## src/rtl/edge_irq_regs.svh

```systemverilog
`ifndef EDGE_IRQ_REGS_SVH
`define EDGE_IRQ_REGS_SVH
// edge select codes
`define EDGE_SEL_OFF     2'h0
`define EDGE_SEL_FALL    2'h1
`define EDGE_SEL_RISE    2'h2
`define EDGE_SEL_BOTH    2'h3
// priority levels
`define PRIO_NONE        2'h0
`define PRIO_HIGHEST     2'h3
// clear hazard window
`define HAZARD_CLOCKS    8
`define HAZARD_CNT_W     4
`define CNT_ZERO         4'h0
`endif

```

## src/rtl/edge_irq_pkg.sv

```systemverilog
package edge_irq_pkg;
  typedef logic [1:0] edge_sel_t;
  typedef logic [1:0] prio_t;
  typedef enum logic [2:0] {
    GRANT_NONE  = 3'b001,
    GRANT_ZERO  = 3'b010,
    GRANT_ONE   = 3'b100
  } grant_e;
endpackage

```

## src/rtl/edge_pin_if.sv

```systemverilog
`timescale 1ns/10ps
interface edge_pin_if;
  logic [1:0] edge_sel;
  logic       pin;
  logic       hit;
  modport det (input edge_sel, input pin, output hit);
  modport ctl (output edge_sel, output pin, input hit);
endinterface

```

## src/rtl/edge_interrupt_request_logic.sv

```systemverilog
`timescale 1ns/10ps
`include "edge_irq_regs.svh"
// Notes on behaviour
// - pins are general I/O by default; alternate select routes them to interrupts
// - two independent requests, each from its own pair of pins
// - three priority levels 1 to 3, 3 highest
// - each source has a software priority level
// - at equal priority interrupt one wins, then zero, then others
// - per pin edge detector: rising, falling or both
// - detected edge sets a request flop that drives the request output
// - request flop clears automatically when its interrupt is taken
// - lower priority take within 8 clocks of setting edge wrongly clears flop
// - higher priority request within 8 clocks leaves taken flop set
// - tied inputs raise both requests; at equal priority interrupt one serviced first
// - one external interrupt never causes a spurious request on the other
module edge_interrupt_request_logic
  import edge_irq_pkg::*;
#(
  parameter int HAZARD = `HAZARD_CLOCKS
)(
  // clock and reset
  input  wire logic       clk,
  input  wire logic       reset,
  // port pins
  input  wire logic       port_e_pin_zero,
  input  wire logic       port_e_pin_one,
  input  wire logic       port_e_pin_four,
  input  wire logic       port_e_pin_five,
  // configuration
  input  wire logic [3:0] alt_func_en,
  input  wire logic [7:0] pin_edge_sel,
  input  wire logic [1:0] irq_zero_prio,
  input  wire logic [1:0] irq_one_prio,
  // other on-chip sources
  input  wire logic [1:0] other_req_prio,
  input  wire logic       other_taken,
  // processor acknowledge
  input  wire logic [1:0] cpu_level,
  input  wire logic       take_ack,
  // general purpose view of pins
  output logic [3:0]      gpio_in,
  // requests and grant
  output logic            irq_zero_req,
  output logic            irq_one_req,
  output logic [1:0]      take_irq,
  output logic [1:0]      take_prio
);
  logic [3:0] pins_w;
  logic [3:0] hit_w;
  logic       req_r [2];
  logic       hi_r [2];
  logic [`HAZARD_CNT_W-1:0] win_r [2];
  grant_e     grant_w;
  logic [3:0] gpio_r;
  logic [1:0] take_r;
  prio_t      tprio_r;

  assign pins_w = {port_e_pin_five, port_e_pin_four, port_e_pin_one, port_e_pin_zero};

  genvar g;
  generate
    for (g = 0; g < 4; g++) begin : g_pin
      edge_pin_if pif ();
      assign pif.pin      = pins_w[g] & alt_func_en[g];
      assign pif.edge_sel = pin_edge_sel[2*g+1:2*g];
      assign hit_w[g]     = pif.hit;
      pin_edge_detect u_det (
        .clk   (clk),
        .reset (reset),
        .p     (pif)
      );
    end
  endgenerate

  // pins 0,2 feed interrupt zero; pins 1,3 feed interrupt one
  wire set0_w = hit_w[0] | hit_w[2];
  wire set1_w = hit_w[1] | hit_w[3];

  function automatic logic beats(input prio_t a, input prio_t b);
    beats = (a != `PRIO_NONE) && (a >= b);
  endfunction

  // arbitration among pending external requests
  wire ok1_w = req_r[1] && beats(irq_one_prio, irq_zero_prio & {2{req_r[0]}}) &&
               beats(irq_one_prio, other_req_prio) && (irq_one_prio > cpu_level);
  wire ok0_w = req_r[0] && !ok1_w && (irq_zero_prio != `PRIO_NONE) &&
               beats(irq_zero_prio, other_req_prio) && (irq_zero_prio > cpu_level);
  always_comb begin
    grant_w = GRANT_NONE;
    if (ok1_w) begin
      grant_w = GRANT_ONE;
    end else if (ok0_w) begin
      grant_w = GRANT_ZERO;
    end
  end

  wire [1:0] ext_prio_w [2];
  assign ext_prio_w[0] = irq_zero_prio;
  assign ext_prio_w[1] = irq_one_prio;
  wire [1:0] taken_w = {take_ack & (grant_w == GRANT_ONE), take_ack & (grant_w == GRANT_ZERO)};

  generate
    for (g = 0; g < 2; g++) begin : g_req
      wire set_w  = g ? set1_w : set0_w;
      wire open_w = (win_r[g] != `CNT_ZERO) || set_w;
      // lower priority take near the setting edge clears wrongly
      wire lose_w = other_taken && (other_req_prio < ext_prio_w[g]) && open_w;
      // higher priority request near the edge keeps the flop set
      wire hi_w   = other_req_prio > ext_prio_w[g];
      wire keep_w = (hi_w || hi_r[g]) && open_w;
      wire clr_w  = (taken_w[g] && !keep_w) || lose_w;
      always_ff @(posedge clk) begin
        if (reset) begin
          req_r[g] <= 1'b0;
          hi_r[g]  <= 1'b0;
          win_r[g] <= `CNT_ZERO;
        end else begin
          // remember a higher request seen at the setting edge
          if (set_w) begin
            hi_r[g] <= hi_w;
          end else if (win_r[g] == `CNT_ZERO) begin
            hi_r[g] <= 1'b0;
          end
          if (set_w) begin
            win_r[g] <= `HAZARD_CNT_W'(HAZARD);
          end else if (win_r[g] != `CNT_ZERO) begin
            win_r[g] <= win_r[g] - 1'b1;
          end
          // own set and own clear only; other request never touches it
          if (clr_w && !(set_w && !lose_w)) begin
            req_r[g] <= 1'b0;
          end else if (set_w) begin
            req_r[g] <= 1'b1;
          end
        end
      end
    end
  endgenerate

  always_ff @(posedge clk) begin
    if (reset) begin
      gpio_r       <= 4'h0;
      irq_zero_req <= 1'b0;
      irq_one_req  <= 1'b0;
      take_r       <= 2'h0;
      tprio_r      <= `PRIO_NONE;
    end else begin
      gpio_r       <= pins_w;
      irq_zero_req <= req_r[0];
      irq_one_req  <= req_r[1];
      take_r       <= taken_w;
      tprio_r      <= taken_w[1] ? irq_one_prio :
                      taken_w[0] ? irq_zero_prio : `PRIO_NONE;
    end
  end

  assign gpio_in   = gpio_r;
  assign take_irq  = take_r;
  assign take_prio = tprio_r;
endmodule

```

## src/rtl/pin_edge_detect.sv

```systemverilog
`timescale 1ns/10ps
`include "edge_irq_regs.svh"
module pin_edge_detect
  import edge_irq_pkg::*;
(
  // clock and reset
  input  wire logic clk,
  input  wire logic reset,
  // pin and result
  edge_pin_if.det   p
);
  logic sync1_r;
  logic sync2_r;
  logic prev_r;
  wire  rise_w = sync2_r & ~prev_r;
  wire  fall_w = ~sync2_r & prev_r;
  always_ff @(posedge clk) begin
    if (reset) begin
      sync1_r <= 1'b0;
      sync2_r <= 1'b0;
      prev_r  <= 1'b0;
    end else begin
      sync1_r <= p.pin;
      sync2_r <= sync1_r;
      prev_r  <= sync2_r;
    end
  end
  assign p.hit = (p.edge_sel[1] & rise_w) | (p.edge_sel[0] & fall_w);
endmodule

```

## config.mk

```make
export PLATFORM = sky130hd
export DESIGN_NAME = edge_interrupt_request_logic
export DESIGN_NICKNAME = d
export VERILOG_FILES = /design/src/rtl/edge_irq_pkg.sv /design/src/rtl/edge_pin_if.sv /design/src/rtl/edge_interrupt_request_logic.sv /design/src/rtl/pin_edge_detect.sv
export VERILOG_INCLUDE_DIRS = /design/src /design/src/rtl
export SDC_FILE = /design/constraint.sdc
export NUM_CORES = 1
export LEC_CHECK = 0
export BUFFER_PORTS_ARGS = -buffer_cell sky130_fd_sc_hd__buf_4
export CAP_MARGIN = 10
export CORE_MARGIN = 2
export CORE_UTILIZATION = 48
export CTS_BUF_LIST = sky130_fd_sc_hd__clkbuf_8
export CTS_CLUSTER_SIZE = 25
export DETAILED_ROUTE_END_ITERATION = 8
export PLACE_DENSITY_LB_ADDON = 0.3
export SLEW_MARGIN = 10
export SYNTH_ARGS = -nofsm -noshare
export SYNTH_HDL_FRONTEND = slang
export SYNTH_SLANG_ARGS = --single-unit
```

## constraint.sdc

```tcl
create_clock -name clk -period 2.2 [get_ports clk]
set_clock_uncertainty 0.2 [all_clocks]
set_input_delay 0.22 -clock clk [delete_from_list [all_inputs] [get_ports clk]]
set_output_delay 0.22 -clock clk [all_outputs]
set_load 0.1 [all_outputs]
```

==> metrics.yaml, run 1 <==
pre_cts_ws_ns: -0.0004272
ys_seq_area_share_pct: 49.57
synthDistinctLibCells: 38
multiInputGateArea_um2: 774.5
die_w_um: 62.01
vias_per_cell: 5.078
pwr_density_cell_nw_per_um2: 876.3
antenna_found_initial: 0
netlist_instances: 156
fp.dieArea_um2: 3845
final_nets: 248
final_area_um2: 2155
synthArstFlopShare_pct: 0
path_max_fanout: 6
root_buffer: "clkbuf_8"
antennaDiodeCount: 0
hold_depth: 3
track_usage_pct: 18.88
hold_slack_ns: 0.01911
first_global_vias: 1252
coreArea_um2: 3284
hp-start: "take_ack"
synth_ff_type: "dfxtp_1"
crit_family: "compound AO/OA/AOI/OAI gates"
run_status: "completed"
ant_nets: 0
finalCritPeriodShare_pct: 98.35
setup_viol: 0
drt-total-wl_mm: 3.349
endpoint_kind: "register"
crit-reg2reg-launch: "req_r[0]"
crit_required_ns: 2.00
min_period_ns: 2.164
synth_area_um2: 1615
crit_chain: "and2_4 > ha_1 > nand2b_4 > a21oi_4 > nor4_4 > a211o_1 > o221ai_2"
num_vias: 1295
start_kind: "register"
first_pass_iters: 4
slew-limit-headroom_pct: 76.61
hold_class: "in -> reg"
slowest_delay_ns: 0.41
cts.htree.levels: 2
tightest_slew_ns: 0.3483
hold_end: "take_prio[1]"
numCtsBuffers: 5
path_class: "reg -> reg"
cts_tree: "done"
overflow: 0
start_util_pct: 49.18
setup-tns-final_ns: 0
crit_buf_inv: 0
place.gp.congestion: 0.8679
dp_hpwl_mm: 2.469
clk_pin_slew_ns: 0.07
cts.path.max_buffers: 2
yosysWarnings: 0
wl_per_cell_um: 13.13
crit_arrival_ns: 1.96
reg2reg_depth: 7
peakVddDrop_v: 0.0005236
pin_count: 38
yosys_register_bits: 34
drv_cap: 0
avgSynthCellArea_um2: 10.35
synth_edf_count: 12
portBuffers: 37
setup_slack_ns: 0.03639
grt_max_degree: 25
layout_common_cells: "buf_4, dfxtp_1, nor2b_1"
clkSinkCount: 34
clock_latency_ns: 0.29
leakagePower_nw: 0.9332
slew_viol_final: 0
die_y_um: 62.01
area.growth.synth_to_final_pct: 33.39
syn-num-nets: 196
drive_above_1_share_pct: 28.23
seq_area_um2: 800.8
final_hold_viol_count: 0
nFillCells: 257
drc: 0
crit_slowest_cell: "edfxtp_1"
rr_endpoint: "req_r[0]"
fp-row-count: 21
fmaxAchievable_mhz: 462.2
synth_top_cell_area_share_pct: 27.27
synth_top_cell_by_area: "dfxtp_1"
drtIter0Drc: 43
ys_top_cells_by_area: "dfxtp_1, edfxtp_1, ha_1"
postPlaceCellArea_um2: 1957
r2r_slack_ns: 0.04
grt_pass1_wl_mm: 5.119
final_common_cell: "buf_4"
[worst reg2reg max path, delay by kind of cell (launching register included)]
kind,cells,cell delay (ns)
AOI/OAI and AO/OA,3,0.59
adders and majority gates,1,0.27
DFF,1,0.41
and+or+nand+nor,3,0.40
[through the flow]
| stage | total power [mW] | std cells | utilization (%) |
|---|---|---|---|
| after global routing | 1.972 | 255 | 65.60 |
| after detailed placement | 1.376 | 239 | 59.58 |
| final | 1.888 | 255 | 65.60 |
| after floorplan | 1.216 | 156 | - |
| after CTS | 1.897 | 255 | 65.07 |
| after global placement | 1.340 | 239 | 59.58 |
[report_power, final]
part | switching [mW] | leakage [nW] | internal (mW)
Combinational | 0.314 | 0.568 | 0.248
Clock | 0.217 | 0.0519 | 0.281
Sequential | 0.0512 | 0.313 | 0.776
Total | 0.583 | 0.933 | 1.30
[sequential cells by signal (all words and copies together), names as in the netlist]
name	cells
irq_one_req	1
g_pin.u_det.prev_r	4
irq_zero_req	1
take_prio	2
g_pin.u_det.sync1_r	4
win_r	8
req_r	2
g_pin.u_det.sync2_r	4
hi_r	2
take_irq	2
gpio_in	4
[worst max-delay path by stage]
stage                  start  endpoint  cells after the start
finish              req_r[0]  req_r[0]                      7
global route        req_r[0]  req_r[0]                      7
CTS                 req_r[0]  req_r[0]                      7
detailed placement  req_r[0]  req_r[0]                      7
global placement    req_r[0]  req_r[0]                      7
floorplan           req_r[0]  req_r[0]                      7
[layout make-up]
type / instances / area share [%]
well taps: 46 / 2.671
multi-input cells: 107 / 35.95
flip-flops and latches: 34 / 37.17
repair buffers: 47 / 17.31
inverters: 13 / 2.265
clock inverters: 1 / 0.1742
clock buffers: 7 / 4.472
[logic make-up (layout without fill, tap and decap cells)]
group                    after synthesis  after routing  synth area share, %
adder cells (fa/ha/maj)               12             12                9.295
AND/OR/NAND/NOR                       67             67                25.02
flip-flops                            34             34                49.57
XOR/XNOR                               3              3                1.627
buffers and inverters                 15             68                3.562
AO/OA/AOI/OAI                         25             25                10.92
[synth_stat cells (2+ instances only)]
master and n:
xnor2_1 3, nand2_1 11, o21ai_1 6, nand3b_1 4, and2_1 6, or3_1 4, dfxtp_1 22, a21oi_1 8
nand2b_1 2, nor2b_1 16, inv_1 12, ha_1 12, nand2b_4 2, edfxtp_1 12, nor2_1 11, nor3_1 2
nand3_1 2
[what timing repair did]
action                     CTS  global route
buffers inserted             0             0
hold endpoints to repair     8             0
hold buffers                 8             0
pin swaps                    1             3
resized for setup            0             3
setup endpoints to repair    1             2
[metal layers]
metal | share of wire, % | up-vias | global-route usage [%]
li1 | - | 635 | -
met1 | 40 | 594 | 19.71
met2 | 51 | 59 | 33.63
met3 | 6.0 | 7 | 4.762
met4 | 2.3 | 0 | 11.55
met5 | 0 | - | 0
Power figures use the tool's default switching activity.
==> run 2, diff against run 1 <==
CELL_PAD_IN_SITES_DETAIL_PLACEMENT = 0   (was unset)
CELL_PAD_IN_SITES_GLOBAL_PLACEMENT = 2   (was unset)
CORE_UTILIZATION = 31   (was 48)
RECOVER_POWER = 100   (was unset)
==> metrics.yaml, run 2 (synthesis results as in run 1) <==
clkSinkCount: 34
largest_reg_flops: 8
endpoint_kind: "register"
wl_per_cell_um: 11.72
drv_cap: 0
clkPwrFrac_pct: 33.5
cts_tree: "done"
place.gp.congestion: 0.7641
leakagePower_nw: 0.9501
vias_per_cell: 4.463
portBuffers: 37
root_buffer: "clkbuf_8"
peakVddDrop_v: 0.0004600
met3WireLength_um: 217
crit_arrival_ns: 1.93
path_max_fanout: 4
placed_cells: 265
pwr_density_cell_nw_per_um2: 913.2
num_vias: 1281
r2r_slack_ns: 0.05
endpoint: "req_r[0]"
finalCritPeriodShare_pct: 97.53
drive_above_1_share_pct: 24.88
final_hold_viol_count: 0
drtIter0Drc: 36
pin_count: 38
overflow: 0
slowest_delay_ns: 0.39
comb_power_share_pct: 26.3
fp-row-count: 26
die_w_um: 76.19
track_usage_pct: 12.70
setup_viol: 0
crit-reg2reg-launch: "req_r[0]"
netSwitchingFraction_pct: 28.26
startpoint: "req_r[0]"
drt-total-wl_mm: 3.365
crit_buf_inv: 0
path_class: "reg -> reg"
hold_slack_ns: 0.02786
cp_num_cells: 7
die_y_um: 76.19
fp.dieArea_um2: 5804
clk_pin_slew_ns: 0.07
p_switching_mw: 0.5804
hold_class: "in -> reg"
grt_max_degree: 15
finalNonFillerCells: 287
crit_slowest_cell: "edfxtp_1"
start_kind: "register"
fmaxAchievable_mhz: 466.1
rr_endpoint: "req_r[0]"
run_status: "completed"
nFillCells: 506
postPlaceCellArea_um2: 2002
cts.path.max_buffers: 2
final_common_cell: "buf_4"
dp_hpwl_mm: 2.526
final_nets: 256
antenna_found_initial: 0
wl_met1_mm: 1.423
grt_pass1_wl_mm: 5.830
min_period_ns: 2.146
start_util_pct: 31.83
clock_latency_ns: 0.28
top_register: "win_r"
crit_chain: "and2_1 > ha_1 > nand2b_4 > a21oi_4 > nor4_4 > a211o_1 > o221ai_2"
met2_length_mm: 1.665
seqPwrFrac_pct: 40.2
layout_common_cells: "buf_4, dfxtp_1, nor2b_1"
slew_viol_final: 0
p_int_mw: 1.473
first_pass_iters: 4
reg2reg_depth: 7
antennaDiodeCount: 0
crit_family: "compound AO/OA/AOI/OAI gates"
coreArea_um2: 5075
first_global_vias: 1291
final_util_pct: 44.30
numCtsBuffers: 5
final_area_um2: 2248
slew-limit-headroom_pct: 21.40
crit_required_ns: 1.99
tightest_slew_ns: 1.184
area.growth.synth_to_final_pct: 39.19
cts.htree.levels: 2
drc: 0
ant_nets: 0
top_layer: "met4"
run 2: cell types whose count changed in the layout (fill, tap and decap cells not counted), moves of 3 or more:
cell           delta
dlygate4sd3_1     +5
clkbuf_1          +5
buf_4             -8
and2_0            +3
clkbuf_2          +4
run 2: power by group through the flow:
stage	sequential, mW	clock, mW	combinational (mW)
global route	0.838	0.745	0.605
global placement	0.834	0	0.519
CTS	0.829	0.712	0.554
finish	0.826	0.687	0.540
detailed placement	0.843	0	0.532
floorplan	0.887	0	0.329
run 2: routing by layer:
layer | vias to the layer above | track usage, %
li1 | 653 | -
met1 | 586 | 13.62
met2 | 35 | 22.32
met3 | 7 | 4.858
met4 | 0 | 5.455
met5 | - | 0
run 2: worst min path at each step:
stage / from / endpoint / slack, ns / cells after the start
floorplan: reset / gpio_in[0] / 0.1 / 1
global placement: g_pin[0].u_det.sync1_r / g_pin[0].u_det.sync2_r / 0.22 / 1
detailed placement: g_pin[1].u_det.sync1_r / g_pin[1].u_det.sync2_r / 0.22 / 1
CTS: take_ack / take_prio[1] / 0.01 / 3
global route: take_ack / take_prio[1] / 0.03 / 3
finish: take_ack / take_prio[1] / 0.03 / 3
run 2: repair_timing:
item | in CTS | in global routing
hold buffers | 13 | 0
resized for setup | 0 | 2
pin swaps | 2 | 5
endpoints found under the hold margin | 13 | 0
setup endpoints to repair | 1 | 2
buffers inserted | 0 | 1
run 2: layout make-up:
class	count	area, um2	area share [%]
Sequential cell	34	800.8	35.61
Timing Repair Buffer	55	409.1	18.20
Clock buffer	5	68.82	3.061
Tap cell	70	87.58	3.895
Multi-Input combinational cell	107	764.5	34.00
Clock inverter	3	68.82	3.061
Inverter	13	48.80	2.170
run 2: worst register-to-register path, cell delays in order, from the launching register on:
cell and delay (ns):
edfxtp_1 0.39, and2_1 0.15, ha_1 0.28, nand2b_4 0.15, a21oi_4 0.17, nor4_4 0.08, a211o_1 0.30, o221ai_2 0.14
run 2: per-stage QoR:
| step | power (mW) | setup TNS (ns) | setup slack (ns) |
|---|---|---|---|
| global placement | 1.353 | 0 | 0.03649 |
| CTS | 2.094 | 0 | 0.03822 |
| floorplan | 1.216 | 0 | 0.05313 |
| global route | 2.188 | -0.03225 | -0.02894 |
| finish | 2.053 | 0 | 0.05443 |
| detailed placement | 1.375 | -0.002231 | -0.002231 |
==> run 3, diff against run 2 <==
CORE_UTILIZATION = 34   (was 31)
clock period = 2 ns   (was 2.2 ns; I/O delays follow)
==> metrics.yaml, run 3 (synthesis results as in run 1) <==
run_status: "finished, violations left"
violations: "setup timing"
antenna_found_initial: 0
pwr_density_cell_nw_per_um2: 949.4
drc: 0
first_global_vias: 1323
met3WireLength_um: 260
final_nets: 260
slew-limit-headroom_pct: 63.45
min_period_ns: 2.050
num_vias: 1295
crit_required_ns: 1.79
drtIter0Drc: 28
cts.htree.levels: 2
postPlaceCellArea_um2: 2034
leakagePower_nw: 0.9762
crit_chain: "and2_1 > ha_1 > nand2b_4 > a21oi_4 > nor4_4 > a211o_1 > o221ai_2"
grt_pass1_wl_mm: 5.754
rr_endpoint: "req_r[0]"
finalCritPeriodShare_pct: 102.5
cts.path.max_buffers: 2
setup_viol: 1
setup_slack_ns: -0.04963
grt_max_degree: 14
pin_count: 38
track_usage_pct: 13.93
die_w_um: 72.93
path_max_fanout: 6
hold_end: "take_prio[0]"
tightest_slew_ns: 0.5482
layout_common_cells: "buf_4, dfxtp_1, nor2b_1"
largest_reg_flops: 8
r2r_slack_ns: -0.05
hold_depth: 3
endpoint_kind: "register"
portBuffers: 37
hp-start: "irq_one_prio[0]"
final_area_um2: 2243
final_common_cell: "buf_4"
fp.dieArea_um2: 5318
slowest_delay_ns: 0.38
crit_arrival_ns: 1.84
path_class: "reg -> reg"
numCtsBuffers: 5
place.gp.congestion: 0.7024
drive_above_1_share_pct: 29.86
start_util_pct: 34.66
met2_length_mm: 1.609
area.growth.synth_to_final_pct: 38.88
root_buffer: "clkbuf_8"
final_hold_viol_count: 0
die_y_um: 72.93
overflow: 0
fp-row-count: 25
ant_nets: 0
drv_cap: 0
start_kind: "register"
crit-reg2reg-launch: "req_r[0]"
rsz0062_at_grt: "true"
top_register: "win_r"
dp_hpwl_mm: 2.571
crit_slowest_cell: "edfxtp_1"
slew_viol_final: 0
first_pass_iters: 4
vias_per_cell: 4.709
coreArea_um2: 4661
reg2reg_depth: 7
cts_tree: "done"
wl_per_cell_um: 11.96
hold_class: "in -> reg"
clkSinkCount: 34
antennaDiodeCount: 0
wl_met1_mm: 1.369
power_mw: 2.130
clock_latency_ns: 0.28
drt-total-wl_mm: 3.288
top_layer: "met4"
peakVddDrop_v: 0.0004392
fmaxAchievable_mhz: 487.9
clk_pin_slew_ns: 0.07
==> run 3: changes by cell type in the layout (fill, tap and decap cells not counted), moves of 2 or more <==
cell,before,now
and2_0,3,0
and2_1,3,6
buf_1,2,0
buf_4,31,34
clkbuf_1,5,2
clkbuf_2,4,10
clkinv_2,0,2
==> run 3: power by group <==
group          internal [mW]  total [mW]  switching [mW]
Clock                  0.366       0.607           0.241
Combinational          0.278       0.610           0.332
Sequential             0.854       0.913          0.0590
Total                   1.50        2.13           0.632
==> run 3: final cells by class <==
class / instances / area [um2]
multi-input cells: 107 / 774.5
fillers: 467 / 2417
inverters: 13 / 48.80
flip-flops and latches: 34 / 800.8
clock inverters: 3 / 40.04
clock buffers: 5 / 68.82
well taps: 54 / 67.56
repair buffers: 59 / 442.9
==> run 3: how the worst max path moves through the flow <==
stage	start	to	slack (ns)	cells past startpoint
floorplan	req_r[0]	req_r[0]	-0.008	7
global placement	req_r[0]	req_r[0]	-0.02	7
detailed placement	req_r[0]	req_r[0]	-0.05	7
CTS	req_r[0]	req_r[0]	-0.05	7
global route	req_r[0]	req_r[0]	-0.14	7
finish	req_r[0]	req_r[0]	-0.05	7
==> run 3: worst max-delay path: cells and delay by family (launching register included) <==
family                     cells  cell delay, ns
AOI/OAI and AO/OA              3            0.54
and+or+nand+nor                3            0.37
adders and majority gates      1            0.27
DFF                            1            0.38
==> run 3: stage by stage <==
step | hold slack [ns] | util, % | cells | setup TNS (ns) | worst slack [ns]
4_1_cts | 0.00007874 | 48.78 | 275 | -0.05212 | -0.05210
6_report | 0.008827 | 48.13 | 275 | -0.04963 | -0.04963
3_5_place_dp | 0.2045 | 43.65 | 254 | -0.08153 | -0.05191
5_1_grt | 0.01579 | 48.13 | 275 | -0.4975 | -0.1389
3_3_place_gp | 0.2035 | 43.65 | 254 | -0.01949 | -0.01723
2_1_floorplan | 0.07910 | - | 156 | -0.008145 | -0.008145
==> run 3: metal layers <==
metal	global-route usage [%]	up-vias
met5	0	-
met4	4.321	0
met3	4.972	5
met2	24.14	43
met1	16.03	590
li1	-	657
==> run 3: repair_timing <==
action                                  CTS  global route
setup buffers                             0             0
endpoints found under the setup margin    2             8
hold buffers                             13             0
endpoints found under the hold margin    13             0
pin swaps                                 2             3
resized for setup                         0             3
